===== src/pxe_defines.vh =====
// Purpose: Constants for the sixteen-bit I2C port expander target
// Assumes: Included by pxe_top.v only
// Notes:   Definitions only
`ifndef PXE_DEFINES_VH
`define PXE_DEFINES_VH

// ********************************************
// Address byte layout and port reset value
// ********************************************
`define PXE_ADDR_FIXED      4'h4        // Fixed upper nibble 0100
`define PXE_PORT_RESET      16'hffff    // All port lines high after reset

// ********************************************
// Bit machine states
// ********************************************
`define PXE_ST_IDLE         3'h0
`define PXE_ST_ADDR         3'h1
`define PXE_ST_AACK         3'h2
`define PXE_ST_WDATA        3'h3
`define PXE_ST_WACK         3'h4
`define PXE_ST_RDATA        3'h5
`define PXE_ST_RACK         3'h6

`endif


===== src/pxe_top.v =====
// Purpose: I2C target driving a sixteen-bit quasi-bidirectional port
// Assumes: clk is much faster than scl; scl, sda, straps, ports async
// Notes:   Bus lines are oversampled; scl edges found from synced copy
`timescale 1ns/1ps
`include "pxe_defines.vh"

// Overview of operation
// Address MSB first: 0100, straps, direction
// Answer 0x40-0x4E write, 0x41-0x4F read
// Data moves in whole low/high byte pairs
// Reset sets ports high, machine idle
// Only power-on reset; no command reset
// Controller sets unused lines as outputs
// First byte low port, second high port
// Ignore general call; ack by pulling sda
// Input edge asserts interrupt; access clears
// Mismatched address: release sda, ignore frame
module pxe_top (
    // Clock and reset
    input  wire        clk,
    input  wire        srst,
    // I2C bus
    input  wire        scl_in,
    input  wire        sda_in,
    output reg         sda_out_q,
    output reg         sda_oe_q,
    // Address straps
    input  wire        addr_strap_bit2,
    input  wire        addr_strap_bit1,
    input  wire        addr_strap_bit0,
    // Port lines (quasi-bidirectional: out 1 means weak high)
    input  wire [7:0]  low_port_in,
    input  wire [7:0]  high_port_in,
    output reg  [7:0]  low_port_lines_q,
    output reg  [7:0]  high_port_lines_q,
    // Interrupt, active low
    output reg         int_n_q
);

    // ********************************************
    // Input synchronisers
    // ********************************************
    reg  [1:0]  scl_s_q;        // scl two-stage
    reg  [1:0]  sda_s_q;        // sda two-stage
    reg  [2:0]  strap_m_q;      // Strap first stage
    reg  [2:0]  strap_q;        // Strap second stage
    reg  [15:0] pin_m_q;        // Port first stage
    reg  [15:0] pin_q;          // Port second stage
    reg         scl_d1_q;       // Previous synced scl
    reg         sda_d1_q;       // Previous synced sda

    // Two flops before any logic reads a pin
    always @(posedge clk) begin
        if (srst) begin
            scl_s_q   <= 2'b11;
            sda_s_q   <= 2'b11;
            strap_m_q <= 3'h0;
            strap_q   <= 3'h0;
            pin_m_q   <= `PXE_PORT_RESET;
            pin_q     <= `PXE_PORT_RESET;
            scl_d1_q  <= 1'b1;
            sda_d1_q  <= 1'b1;
        end else begin
            scl_s_q   <= {scl_s_q[0], scl_in};
            sda_s_q   <= {sda_s_q[0], sda_in};
            strap_m_q <= {addr_strap_bit2, addr_strap_bit1, addr_strap_bit0};
            strap_q   <= strap_m_q;
            pin_m_q   <= {high_port_in, low_port_in};
            pin_q     <= pin_m_q;
            scl_d1_q  <= scl_s_q[1];
            sda_d1_q  <= sda_s_q[1];
        end
    end

    // Edge and condition decode, all from second stages
    wire scl_rise  = scl_s_q[1] & ~scl_d1_q;
    wire scl_fall  = ~scl_s_q[1] & scl_d1_q;
    wire start_det = scl_s_q[1] & scl_d1_q & ~sda_s_q[1] & sda_d1_q;
    wire stop_det  = scl_s_q[1] & scl_d1_q & sda_s_q[1] & ~sda_d1_q;

    // ********************************************
    // Bit machine
    // ********************************************
    reg  [2:0]  state_q;        // Current state
    reg  [3:0]  bit_cnt_q;      // Bits received or sent in this byte
    reg  [7:0]  shift_q;        // Shift register
    reg         pair_hi_q;      // Next byte belongs to high port
    reg  [7:0]  low_hold_q;     // First byte of pair waiting
    reg  [15:0] snap_q;         // Port sample for a read pair
    reg         clr_int_q;      // One-cycle interrupt clear pulse

    // Address match: fixed nibble plus straps; general call never matches
    function addr_hit;
        input [6:0] a;
        input [2:0] s;
        begin
            addr_hit = (a == {`PXE_ADDR_FIXED, s});
        end
    endfunction

    // Bit engine; samples on scl rise, drives sda after scl fall
    always @(posedge clk) begin
        if (srst) begin
            state_q           <= `PXE_ST_IDLE;
            bit_cnt_q         <= 4'h0;
            shift_q           <= 8'h00;
            pair_hi_q         <= 1'b0;
            low_hold_q        <= 8'h00;
            snap_q            <= `PXE_PORT_RESET;
            sda_out_q         <= 1'b0;
            sda_oe_q          <= 1'b0;
            low_port_lines_q  <= 8'hff;
            high_port_lines_q <= 8'hff;
            clr_int_q         <= 1'b0;
        end else begin
            clr_int_q <= 1'b0;
            sda_out_q <= 1'b0;
            if (start_det) begin
                // Start or repeated start: restart address phase
                state_q   <= `PXE_ST_ADDR;
                bit_cnt_q <= 4'h0;
                sda_oe_q  <= 1'b0;
            end else if (stop_det) begin
                // Stop: drop any half pair
                state_q  <= `PXE_ST_IDLE;
                sda_oe_q <= 1'b0;
            end else begin
                case (state_q)
                    `PXE_ST_ADDR: begin
                        if (scl_rise) begin
                            shift_q   <= {shift_q[6:0], sda_s_q[1]};
                            bit_cnt_q <= bit_cnt_q + 4'h1;
                        end else if (scl_fall && bit_cnt_q == 4'h8) begin
                            if (addr_hit(shift_q[7:1], strap_q)) begin
                                sda_oe_q  <= 1'b1;
                                pair_hi_q <= 1'b0;
                                state_q   <= `PXE_ST_AACK;
                            end else begin
                                state_q <= `PXE_ST_IDLE;
                            end
                        end
                    end
                    `PXE_ST_AACK: begin
                        if (scl_fall) begin
                            bit_cnt_q <= 4'h0;
                            if (shift_q[0]) begin
                                // Read: sample both ports as one pair
                                snap_q    <= pin_q;
                                sda_oe_q  <= ~pin_q[7];
                                shift_q   <= {pin_q[6:0], 1'b1};
                                state_q   <= `PXE_ST_RDATA;
                            end else begin
                                sda_oe_q <= 1'b0;
                                state_q  <= `PXE_ST_WDATA;
                            end
                        end
                    end
                    `PXE_ST_WDATA: begin
                        if (scl_rise) begin
                            shift_q   <= {shift_q[6:0], sda_s_q[1]};
                            bit_cnt_q <= bit_cnt_q + 4'h1;
                        end else if (scl_fall && bit_cnt_q == 4'h8) begin
                            sda_oe_q <= 1'b1;
                            state_q  <= `PXE_ST_WACK;
                        end
                    end
                    `PXE_ST_WACK: begin
                        if (scl_fall) begin
                            sda_oe_q  <= 1'b0;
                            bit_cnt_q <= 4'h0;
                            state_q   <= `PXE_ST_WDATA;
                            pair_hi_q <= ~pair_hi_q;
                            if (pair_hi_q) begin
                                // Whole pair acked: update port together
                                low_port_lines_q  <= low_hold_q;
                                high_port_lines_q <= shift_q;
                                clr_int_q         <= 1'b1;
                            end else begin
                                low_hold_q <= shift_q;
                            end
                        end
                    end
                    `PXE_ST_RDATA: begin
                        if (scl_fall) begin
                            bit_cnt_q <= bit_cnt_q + 4'h1;
                            if (bit_cnt_q == 4'h7) begin
                                sda_oe_q <= 1'b0; // Release for master ack
                                state_q  <= `PXE_ST_RACK;
                            end else begin
                                // Drive low for 0 only (open drain)
                                sda_oe_q <= ~shift_q[7];
                                shift_q  <= {shift_q[6:0], 1'b1};
                            end
                        end
                    end
                    `PXE_ST_RACK: begin
                        if (scl_rise) begin
                            if (pair_hi_q) begin
                                clr_int_q <= 1'b1;
                            end
                            if (sda_s_q[1]) begin
                                state_q <= `PXE_ST_IDLE; // Nack ends read
                            end
                        end else if (scl_fall) begin
                            // Low byte first, then high byte
                            bit_cnt_q <= 4'h0;
                            pair_hi_q <= ~pair_hi_q;
                            state_q   <= `PXE_ST_RDATA;
                            if (pair_hi_q) begin
                                snap_q   <= pin_q;
                                sda_oe_q <= ~pin_q[7];
                                shift_q  <= {pin_q[6:0], 1'b1};
                            end else begin
                                sda_oe_q <= ~snap_q[15];
                                shift_q  <= {snap_q[14:8], 1'b1};
                            end
                        end
                    end
                    default: begin
                        sda_oe_q <= 1'b0;
                    end
                endcase
            end
        end
    end

    // ********************************************
    // Interrupt
    // ********************************************
    reg  [15:0] ref_q;          // Port value at last clear

    // Differs from reference: assert; matching again or access clears.
    // Ref is stored one cycle after a port write, before lines driven low by us read back low in pin_q.
    always @(posedge clk) begin
        if (srst) begin
            ref_q   <= `PXE_PORT_RESET;
            int_n_q <= 1'b1;
        end else begin
            if (clr_int_q) begin
                ref_q <= pin_q;
            end
            int_n_q <= ~((pin_q != ref_q) && !clr_int_q);
        end
    end

endmodule // pxe_top

===== config.mk =====
export PLATFORM = sky130hd
export DESIGN_NAME = pxe_top
export DESIGN_NICKNAME = d
export VERILOG_FILES = /design/src/pxe_top.v
export VERILOG_INCLUDE_DIRS = /design/src
export SDC_FILE = /design/constraint.sdc
export NUM_CORES = 1
export LEC_CHECK = 0
export CAP_MARGIN = 20
export CORE_MARGIN = 2
export CORE_UTILIZATION = 65
export CTS_CLUSTER_DIAMETER = 60
export CTS_CLUSTER_SIZE = 25
export DETAILED_ROUTE_END_ITERATION = 8
export DONT_BUFFER_PORTS = 1
export PLACE_DENSITY = 0.78
export SYNTH_ARGS = -nofsm -noshare
export SYNTH_HDL_FRONTEND = slang
export SYNTH_SLANG_ARGS = --single-unit

===== constraint.sdc =====
create_clock -name clk -period 2.8 [get_ports clk]
set_clock_uncertainty 0.1 [all_clocks]
set_input_delay 0.14 -clock clk [delete_from_list [all_inputs] [get_ports clk]]
set_output_delay 0.14 -clock clk [all_outputs]
set_load 0.02 [all_outputs]

# Word level (Yosys, flattened, before mapping)
# Cells that the tools add are included.
[word_totals]
register_bits = 119
latch_bits = 0
word_cells = 161
ramBits = 0
memories = 0
out_inout_bits = 19
rom_bits = 0
[op_classes]
addsub = 1
n_shift = 0
div_mod_pow = 0
magnitude_cmp = 0
n_mux = 60
reduce_logical = 23
eq_ne = 37
bitwise = 18
n_mul = 0
[op_table]
columns = ["cell", "n"]
rows = [
  ["$mux W16", 5],
  ["$mux W8", 8],
  ["$mux W3", 12],
  ["$ne A4 B4 Y1 const B", 8],
  ["$pmux W16 S2", 1],
  ["$pmux W8 S4", 1],
  ["$ne A2 B2 Y1 const B", 14],
  ["$mux W1", 23],
  ["$reduce_and A11 Y1", 2],
  ["$reduce_and A10 Y1", 2],
  ["$pmux W3 S6", 1],
  ["$mux W4", 4],
  ["$ne A16 B16 Y1", 1],
  ["$pmux W4 S4", 1],
  ["$reduce_and A5 Y1", 3],
  ["$not A1 Y1", 11],
  ["$ne A5 B5 Y1 const B", 2],
  ["$eq A3 B3 Y1 const B", 3],
  ["$reduce_and A9 Y1", 1],
  ["$reduce_and A8 Y1", 1],
  ["$reduce_bool A4 Y1", 2],
  ["$reduce_bool A8 Y1", 1],
  ["$and A1 B1 Y1", 7],
  ["$eq A7 B6 Y1", 1],
  ["other kinds (19)", 24],
]

# Logic depth before layout (Yosys ltp)
# Gate-level depths: netlist of the first run.
[depth]
ltp_word = 8
ltp_mapped = 8
ltp_nobuf = 7

# Worst setup path before layout of the first run
# OpenSTA, ideal clock, no wires.
[synth_timing]
path_type = "reg-to-reg"
startpoint = "reg scl_s_q[1]"
endpoint = "reg shift_q[4]"
slack_ns = 0.891
required_ns = 2.572
synth_period_minus_slack_ns = 1.909
arrival_time_ns = 1.681
n_path_buf = 1
setup_ns = 0.128
stages_incl_launch_ff = 8
path_cell_list = "dfxtp_1 -> inv_1 -> ha_1 -> clkbuf_1 -> a22o_1 -> o211ai_2 -> mux2i_1 -> nor2_1"
[synth_via]
elab_chain_cells = 5
[synth_rtl]
columns = ["element", "line_no", "text"]
rows = [
  ["from (decl)", "pxe_top.v:43", "reg [1:0] scl_s_q;"],
  ["from (signal assigned)", "pxe_top.v:64", "scl_s_q <= {scl_s_q[0], scl_in};"],
  ["$and A1 B1 Y1", "pxe_top.v:78, pxe_top.v:79", ""],
  ["$and A1 B1 Y1 (on tied branches) (2 in a row)", "pxe_top.v:79, pxe_top.v:78", ""],
  ["$not A1 Y1 (no line)", "--", ""],
  ["$reduce_and A10 Y1 (no line) (*)", "--", ""],
  ["to (signal assigned)", "pxe_top.v:131", "shift_q <= {shift_q[6:0], sda_s_q[1]};"],
  ["to (signal assigned)", "pxe_top.v:150", "shift_q <= {pin_q[6:0], 1'b1};"],
  ["to (signal assigned)", "pxe_top.v:160", "shift_q <= {shift_q[6:0], sda_s_q[1]};"],
  ["to (decl)", "pxe_top.v:86", "reg [7:0] shift_q;"],
]
# Every way passes the cells marked *; elsewhere a longest branch is shown, timed or not.
# A chain may end at the register's enable or synchronous reset.

# Worst setup path in the final report of the first run
[layout_timing]
startpoint = "reg scl_s_q[1]"
endpoint = "reg sda_oe_q"
[layout_via]
elab_chain_cells = 5
[layout_rtl]
columns = ["element", "line_no", "text"]
rows = [
  ["$not A1 Y1", "pxe_top.v:77", "wire scl_fall = ~scl_s_q[1] & scl_d1_q;"],
  ["$and A1 B1 Y1", "pxe_top.v:77", ""],
  ["$logic_and A1 B1 Y1", "pxe_top.v:133, pxe_top.v:162", ""],
  ["$ne A2 B2 Y1 (no line)", "--", ""],
  ["$reduce_and A10 Y1 (no line)", "--", ""],
  ["to (signal assigned)", "pxe_top.v:149", "sda_oe_q <= ~pin_q[7];"],
  ["to (signal assigned)", "pxe_top.v:191", "sda_oe_q <= ~shift_q[7];"],
  ["to (signal assigned)", "pxe_top.v:211", "sda_oe_q <= ~pin_q[7];"],
  ["to (decl)", "pxe_top.v:26", "output reg sda_oe_q,"],
]
# Several ways; a longest one is shown, not always the timed one.

==> results of run 1 <==
## report_power, final
group / total, mW / internal [mW] / switching, mW
clock: 1.01 / 0.439 / 0.567
combinational: 0.137 / 0.0714 / 0.0654
sequential: 1.64 / 1.61 / 0.0259
total: 2.78 / 2.12 / 0.659
## layout by cell type, fill, tap and decap left out, types with 18 or more instances in the layout
| cell type | instances |
|---|---|
| dfxtp_1 | 111 |
| nor2b_1 | 32 |
| mux2i_1 | 26 |
| inv_1 | 18 |
| nor2_1 | 38 |
| nand2_1 | 46 |
| or2_2 | 38 |
| dlygate4sd3_1 | 21 |
| xnor2_1 | 19 |
| a211o_1 | 25 |
## cells by family (layout without fill, tap and decap cells)
| group | after synthesis | after routing | synth area share |
|---|---|---|---|
| XOR/XNOR | 20 | 20 | 0.03746 |
| other | 1 | 1 | 0.0008020 |
| AND/OR/NAND/NOR | 202 | 202 | 0.2382 |
| AO/OA/AOI/OAI | 76 | 76 | 0.1295 |
| adder cells (fa/ha/maj) | 5 | 5 | 0.01338 |
| multiplexers | 26 | 26 | 0.05566 |
| buffers and inverters | 49 | 62 | 0.04977 |
| flip-flops | 111 | 111 | 0.4752 |
## layer usage
metal	GRT usage	wire (um)	vias to the layer above	share of wire
li1	-	-	1693	-
met1	0.3029	3910	1538	0.46
met2	0.3813	4091	86	0.48
met3	0.05224	368	22	0.043
met4	0.1061	218	0	0.025
met5	0	0	-	0
## how the worst max path moves through the flow
stage | end | depth (start not counted)
after floorplan | shift_q[4]$_SDFFE_PP0P_ | 7
after global placement | sda_oe_q$_SDFFE_PP0P_ | 7
after detailed placement | sda_oe_q$_SDFFE_PP0P_ | 7
after CTS | sda_oe_q$_SDFFE_PP0P_ | 7
after global routing | sda_oe_q$_SDFFE_PP0P_ | 7
final | sda_oe_q$_SDFFE_PP0P_ | 7
## worst max-delay path, cell delays in order, from the launching register on
cell       delay [ns]
dfxtp_1          0.35
inv_1            0.06
ha_1             0.45
nand4b_1         0.23
o21a_1           0.22
a2111oi_0        0.64
mux2i_1          0.26
nor3_1           0.06
## flip-flops by register name (all words and copies together) (netlist names), 3 cells and up, named ones only
register,count
low_port_lines_q,8
low_hold_q,8
pin_q,16
strap_q,3
pin_m_q,16
strap_m_q,3
shift_q,7
state_q,3
snap_q,8
high_port_lines_q,8
bit_cnt_q,4
ref_q,16
## per-stage QoR
stage / hold WS, ns / std cells / utilization / setup slack [ns] / power, mW
final: 0.04417 / 599 / 0.7464 / 0.3117 / 2.778
after detailed placement: 0.1211 / 561 / 0.6807 / 0.3847 / 1.762
after global placement: 0.1177 / 561 / 0.6807 / 0.4295 / 1.758
after global routing: 0.06513 / 599 / 0.7464 / 0.1151 / 2.871
after CTS: 0.03978 / 599 / 0.7464 / 0.3265 / 2.798
after floorplan: 0.1438 / 490 / - / 0.8910 / 1.762
## area by class of cell
type                            instances  area [um^2]
Timing Repair Buffer                   28        282.8
Tap cell                               96        120.1
Fill cell                             519         1742
Multi-Input combinational cell        330         2221
Clock buffer                           10        127.6
Clock inverter                          6        86.33
Sequential cell                       111         2222
Inverter                               18        67.56
## timing repair
action / CTS / global route
buffers inserted: 0 / 0
hold buffers: 22 / 0
gates resized for setup: 0 / 0
hold endpoints to repair: 111 / 0
==> impl_metrics.ini, run 1 <==
[run_status]
outcome = finished clean

[synthesis]
synth.yosys.seq_area_share = 0.4752
top_post_synthesis_cells_by_area = dfxtp_1, mux2i_1, or2_2
synthesis_stage_register_bit_count = 111
syn-instance-count = 490
synth_area_leader_cell = dfxtp_1
synth_edf_count = 0
synthesis.area_per_instance_um2 = 9.542
synth_top_area_share = 0.4752
ys_async_sr_fraction = 0
synthMostInstantiatedCell = dfxtp_1
synth_area_mm2 = 0.004676
synth-main-ff-cell = dfxtp_1
ys_warn_count = 0
mappedNetlistNets = 518
commonest_cells_post_synth = dfxtp_1, nand2_1, nor2_1, or2_2, nor2b_1
synth_cell_types = 55

[worst_setup_path]
crit-reg2reg-capture = sda_oe_q$_SDFFE_PP0P_
worst_setup_path_startpoint = scl_s_q[1]$_SDFF_PP1_
worst_ep_arrival_time_ns = 2.66
worst_ep_required_time_ns = 2.97
critical_path.startpoint_type = flip-flop
critPathCaptureType = flip-flop
timing.critical_path.fanout_max = 15
regToRegSetupSlack_ns = 0.31
reg_to_reg_critical_path_startpoint = scl_s_q[1]$_SDFF_PP1_
class_of_the_most_critical_setup_path = reg2reg
r2r_cells = 7

[routing]
detailroute.via_count = 3339
drc_errors = 0
drtPass1Iterations = 5
wl_per_cell_um = 14.34
drt-initial-drc-count = 255
route.final.wire_length_um = 8589
viasPerCell = 5.574
drt.antenna.violating_nets = 0

[sta]
finalSetupViolations = 0
tns_ns = 0
relSlewSlack = 0.3571
period_needed_ns = 2.488
grt_setup_unrepaired = no
hold_viol = 0
timing_worst_slew_pin_value_ns = 0.9630
max_frequency_mhz = 401.9
post-route-period-util = 0.8887
final_max_slew_viol_count = 0

[layout]
finish.instance_area_mm2 = 0.005127
layout.nets = 526
area_growth_pct = 9.660
layout-drive-gt1-share = 0.1312
insertedDiodeCount = 0

[min_path]
timing.hold.worst.start = srst
hold_path_stages = 2
worst_hold_path_type = in2reg
hold-path-endpoint = state_q[0]$_SDFFE_PP0P_

[global_route]
globalRoute.totalOverflow = 0
grt_usage = 0.2361
grt_max_degree = 109
antenna_found_initial = 0
grt_pass1_wl_um = 14310
first_global_vias = 3031

[clock_tree]
clk_latency_ns = 0.38
clock_sink_count = 111
cts_buffers = 9
cts_root_buf = clkbuf_8
clkTransAtPathRegs_ns = 0.11
cts.path.max_buffers = 2
htreeDepth = 3
tritoncts = done

[placed_design]
portBuffers = 0
place_congestion = 0.8969
dp_hpwl_um = 5477
placed_area_mm2 = 0.004676

[floorplanning]
io_pins = 42
rows = 30
die_height_um = 88.82
dieArea_mm2 = 0.007888
core_area_mm2 = 0.006869
die-width_um = 88.82
floorplan.initialDensity = 0.6807

[power]
total_power_per_unit_cell_area_mw_per_mm2 = 541.9
static-leakage-power_nw = 2.044
vdd_drop_max_uv = 532.1

[job]
drv_cap = 0
No activity file was read; power rests on OpenSTA's default activity.
==> run 2: changes to the inputs <==
--- a/config.mk
+++ b/config.mk
@@ -8,12 +8,12 @@
 export LEC_CHECK = 0
 export CAP_MARGIN = 20
 export CORE_MARGIN = 2
-export CORE_UTILIZATION = 65
+export CORE_UTILIZATION = 55
 export CTS_CLUSTER_DIAMETER = 60
 export CTS_CLUSTER_SIZE = 25
 export DETAILED_ROUTE_END_ITERATION = 8
 export DONT_BUFFER_PORTS = 1
-export PLACE_DENSITY = 0.78
+export PLACE_DENSITY = 0.7
 export SYNTH_ARGS = -nofsm -noshare
 export SYNTH_HDL_FRONTEND = slang
 export SYNTH_SLANG_ARGS = --single-unit
==> impl_metrics.ini, run 2 (synthesis gave the netlist of run 1 again) <==
[run_status]
outcome = finished clean

[clock_tree]
cts.path.max_buffers = 2
cts_root_buf = clkbuf_8
cts_buffers = 9
tritoncts = done
cts_setup_buffers = 0
htreeDepth = 3
clock_sink_count = 111
clkTransAtPathRegs_ns = 0.11
clk_latency_ns = 0.38

[layout]
area_growth_pct = 10.01
layout_filler_cell_count = 651
layout.cells.most_common_list = dfxtp_1, nand2_1, nor2_1, or2_2, nor2b_1
insertedDiodeCount = 0
layout.nets = 526
final_common_cell = dfxtp_1
top_regs = pin_m_q (16), pin_q (16), ref_q (16)
layout-drive-gt1-share = 0.1332

[floorplanning]
rows = 33
die-width_um = 96.20
die_height_um = 96.20
io_pins = 42
floorplan.initialDensity = 0.5691
dieArea_mm2 = 0.009254
core_area_mm2 = 0.008217

[sta]
final_max_slew_viol_count = 0
timing_worst_slew_pin_value_ns = 0.9962
finalSetupViolations = 0
period_needed_ns = 2.347
grt_setup_unrepaired = no
relSlewSlack = 0.3350
tns_ns = 0
worst_hold_slack_ns = 0.06942
hold_viol = 0
max_frequency_mhz = 426.0
post-route-period-util = 0.8384

[worst_setup_path]
worst_ep_arrival_time_ns = 2.51
timing.critical_path.fanout_max = 21
class_of_the_most_critical_setup_path = reg2reg
critical_path.startpoint_type = flip-flop
reg_to_reg_critical_path_startpoint = state_q[1]$_SDFFE_PP0P_
worst_setup_path_startpoint = state_q[1]$_SDFFE_PP0P_
slowest_stage = dfxtp_1
cp_cell_instances = nand2b_1 > a221oi_1 > o2111ai_1 > a2111oi_0 > a2111oi_1
worst_ep_required_time_ns = 2.96
critPathCaptureType = flip-flop
crit_path_max_incr_delay_ns = 0.82

[routing]
wl_met3_um = 368
viasPerCell = 5.413
maxUsedRoutingLayer = met4
met1Wirelength_um = 3923
drc_errors = 0
drtPass1Iterations = 7
wl_per_cell_um = 13.59
detailroute.via_count = 3291
route.final.wire_length_um = 8262
drt.antenna.violating_nets = 0
route.met2.wl_um = 3824
drt-initial-drc-count = 220

[global_route]
grt_max_degree = 109
first_global_vias = 3027
grt_usage = 0.1947
grt_pass1_wl_um = 13950
globalRoute.totalOverflow = 0
antenna_found_initial = 0

[placed_design]
place_congestion = 0.9266
portBuffers = 0
dp_hpwl_um = 5584

[power]
power.sequential.fraction = 0.588
power.share.clock = 0.364
vdd_drop_max_uv = 313.2
comb_power_share = 0.048
p_switching_mw = 0.6586
total_power_per_unit_cell_area_mw_per_mm2 = 540.7
cell_internal_pwr_mw = 2.123
static-leakage-power_nw = 2.047
switching_part_of_the_total_power = 0.2368
design_power_total_mw = 2.781

[job]
drv_cap = 0

[min_path]
timing.hold.worst.start = srst
worst_hold_path_type = in2reg
[run 2: changes by cell type in the layout (fill, tap and decap cells not counted), sizes merged]
cell,previous run,this run
clkbuf,10,9
inv,21,22
[run 2: per-stage QoR]
step                      setup WS (ns)  instance area, um^2  cells  utilization
after floorplan                  0.8910                 4676    490            -
after global placement           0.5901                 4687    570       0.5704
after detailed placement         0.5032                 4687    570       0.5704
after CTS                        0.4947                 5144    608       0.6260
after global routing             0.2437                 5144    608       0.6260
final                            0.4526                 5144    608       0.6260
[run 2: power by group through the flow]
stage / logic, mW / clock network, mW / registers [mW]
after floorplan: 0.101 / 0 / 1.66
after global placement: 0.0893 / 0 / 1.67
after detailed placement: 0.0901 / 0 / 1.67
after CTS: 0.135 / 1.04 / 1.64
after global routing: 0.150 / 1.12 / 1.64
final: 0.135 / 1.01 / 1.64
[run 2: layout make-up]
| type | count | area, um^2 | area share |
|---|---|---|---|
| flip-flops and latches | 111 | 2222 | 0.4320 |
| multi-input cells | 330 | 2221 | 0.4318 |
| repair buffers | 28 | 282.8 | 0.05497 |
| well taps | 105 | 131.4 | 0.02554 |
| clock buffers | 9 | 123.9 | 0.02408 |
| clock inverters | 7 | 95.09 | 0.01849 |
| inverters | 18 | 67.56 | 0.01314 |
[run 2: timing repair]
action / in CTS / in global routing
hold buffers: 22 / 0
resized for setup: 0 / 0
hold endpoints to repair: 111 / 0
[run 2: worst paths after layout]
kind                                           endpoint  slack, ns  depth (start not counted)
worst max-delay path            state_q[1]$_SDFFE_PP0P_       0.45                          5
worst min-delay path            shift_q[6]$_SDFFE_PP0P_       0.07                          2
worst max register to register  state_q[1]$_SDFFE_PP0P_       0.45                          5
worst min register to register      pin_q[5]$_SDFF_PP1_       0.31                          1
[run 2: metal layers]
metal / up-vias / global-route usage
li1: 1683 / -
met1: 1511 / 0.2551
met2: 85 / 0.3096
met3: 12 / 0.04542
met4: 0 / 0.07738
met5: - / 0
[run 2: critical path: cells and delay by family, from the launching register on]
kind	cells	cell delay, ns
flops	1	0.82
simple gates	1	0.22
compound gates	4	1.10
==> run 3: changes to the inputs <==
--- a/config.mk
+++ b/config.mk
@@ -13,7 +13,7 @@
 export CTS_CLUSTER_SIZE = 25
 export DETAILED_ROUTE_END_ITERATION = 8
 export DONT_BUFFER_PORTS = 1
-export PLACE_DENSITY = 0.7
+export PLACE_DENSITY = 0.73
 export SYNTH_ARGS = -nofsm -noshare
 export SYNTH_HDL_FRONTEND = slang
 export SYNTH_SLANG_ARGS = --single-unit
==> constraint.sdc (replaced) <==
create_clock -name clk -period 2.04 [get_ports clk]
set_clock_uncertainty 0.1 [all_clocks]
set_input_delay 0.102 -clock clk [delete_from_list [all_inputs] [get_ports clk]]
set_output_delay 0.102 -clock clk [all_outputs]
set_load 0.02 [all_outputs]
==> impl_metrics.ini, run 3 (synthesis gave the netlist of run 1 again) <==
[run_status]
outcome = complete, but fails checks
failed_checks = hold timing

[floorplanning]
io_pins = 42
core_area_mm2 = 0.008217
die-width_um = 96.20
die_height_um = 96.20
floorplan.initialDensity = 0.5691
dieArea_mm2 = 0.009254
rows = 33

[clock_tree]
cts_root_buf = clkbuf_8
cts_buffers = 9
post_cts_hold_buffer_count = 79
clkTransAtPathRegs_ns = 0.12
clk_latency_ns = 0.38
clock_sink_count = 111
htreeDepth = 3
cts.path.max_buffers = 2
tritoncts = done

[layout]
layout_filler_cell_count = 540
layout.cells.most_common_list = dfxtp_1, dlygate4sd3_1, nand2_1, buf_4
insertedDiodeCount = 0
layout.nets = 621
postLayoutCoreUtil = 0.7434
top_regs = pin_m_q (16), pin_q (16), ref_q (16)
final_common_cell = dfxtp_1
area_growth_pct = 30.64
layout-drive-gt1-share = 0.2090

[sta]
max_frequency_mhz = 494.1
tns_ns = 0
post-route-period-util = 0.9922
relSlewSlack = 0.5595
worst_hold_slack_ns = -0.3113
timing.final.ws_setup_ns = 0.01593
grt_setup_unrepaired = yes
timing_worst_slew_pin_value_ns = 0.6441
hold_viol = 50
final_max_slew_viol_count = 0
finalSetupViolations = 0
period_needed_ns = 2.024

[global_route]
grt_pass1_wl_um = 17030
antenna_found_initial = 0
globalRoute.totalOverflow = 0
grt_usage = 0.2380
grt_util_met1 = 0.2997
grt_use_met2 = 0.4057
grt_max_degree = 109
first_global_vias = 3634
gr-usage-met3 = 0.03211
globalRoute.busiestLayer = met2

[power]
static-leakage-power_nw = 2.396
total_power_per_unit_cell_area_mw_per_mm2 = 626.9
vdd_drop_max_uv = 504.8

[routing]
viasPerCell = 5.339
detailroute.via_count = 3753
route.final.wire_length_um = 10700
drtPass1Iterations = 4
drt.antenna.violating_nets = 0
wl_per_cell_um = 15.21
drt-initial-drc-count = 182
drc_errors = 0

[worst_setup_path]
worst_ep_required_time_ns = 2.20
critPathCaptureType = flip-flop
worst_ep_arrival_time_ns = 2.19
class_of_the_most_critical_setup_path = reg2reg
critical_path.startpoint_type = flip-flop
r2r_cells = 6
timing.critical_path.fanout_max = 2

[placed_design]
place_congestion = 0.8822
dp_hpwl_um = 6195
preCtsSetupSlack_ns = -0.04626
portBuffers = 0

[job]
drv_cap = 0

[min_path]
hold_path_stages = 1
worst_hold_path_type = in2reg
==> run 3: cell types whose count changed in the layout (fill, tap and decap cells not counted), moves of 3 or more <==
cell	delta
dlygate4sd3_1	+58
buf_4	+36
a221oi_1	-3
dfxtp_2	+6
a221oi_2	+3
dfxtp_1	-6
ha_1	-3
==> run 3: through the flow <==
stage,instances,hold WS [ns],area (um^2),power (mW)
finish,703,-0.3113,6108,3.829
CTS,701,-0.3267,5983,3.804
detailed placement,606,0.08470,4970,2.441
global route,703,-0.3268,6108,3.962
floorplan,490,0.1058,4676,2.418
global placement,606,0.07933,4970,2.439
==> run 3: metal layers <==
metal,vias to the layer above,part of all wire
li1,1873,-
met1,1759,0.45
met2,103,0.49
met3,18,0.039
met4,0,0.018
met5,-,0
==> run 3: power breakdown <==
part / internal [mW] / switching (mW) / total (mW)
Combinational: 0.162 / 0.0927 / 0.255
Sequential: 2.21 / 0.0359 / 2.25
Clock: 0.488 / 0.841 / 1.33
==> run 3: layout make-up <==
type / instances / area (um^2) / share of cell area
repair buffers: 123 / 1146 / 0.1876
clock buffers: 9 / 123.9 / 0.02028
well taps: 105 / 131.4 / 0.02151
clock inverters: 7 / 77.57 / 0.01270
inverters: 18 / 67.56 / 0.01106
multi-input cells: 330 / 2332 / 0.3818
flip-flops and latches: 111 / 2230 / 0.3650
==> run 3: worst max-delay path: stages (launching register included) <==
cell and delay, ns:
dfxtp_1 0.34, nor4b_2 0.31, nand4_1 0.27, buf_4 0.23, a21oi_1 0.22, a2111oi_2 0.10, a2111oi_2 0.36
==> run 3: final timing paths <==
kind | slack (ns) | end | startpoint
setup / recovery | 0.02 | state_q[1]$_SDFFE_PP0P_ | shift_q[7]$_SDFFE_PP0P_
hold / removal | -0.31 | state_q[0]$_SDFFE_PP0P_ | srst
setup reg to reg | 0.02 | state_q[1]$_SDFFE_PP0P_ | shift_q[7]$_SDFFE_PP0P_
hold reg to reg | 0.38 | snap_q[12]$_SDFFE_PP1P_ | snap_q[12]$_SDFFE_PP1P_
==> run 3: repair_timing <==
item | 4_1_cts | 5_1_grt
hold endpoints to repair | 111 | 50
setup endpoints to repair | 11 | 13
gates resized for setup | 6 | 23
buffers inserted | 0 | 3
pin swaps | 0 | 9
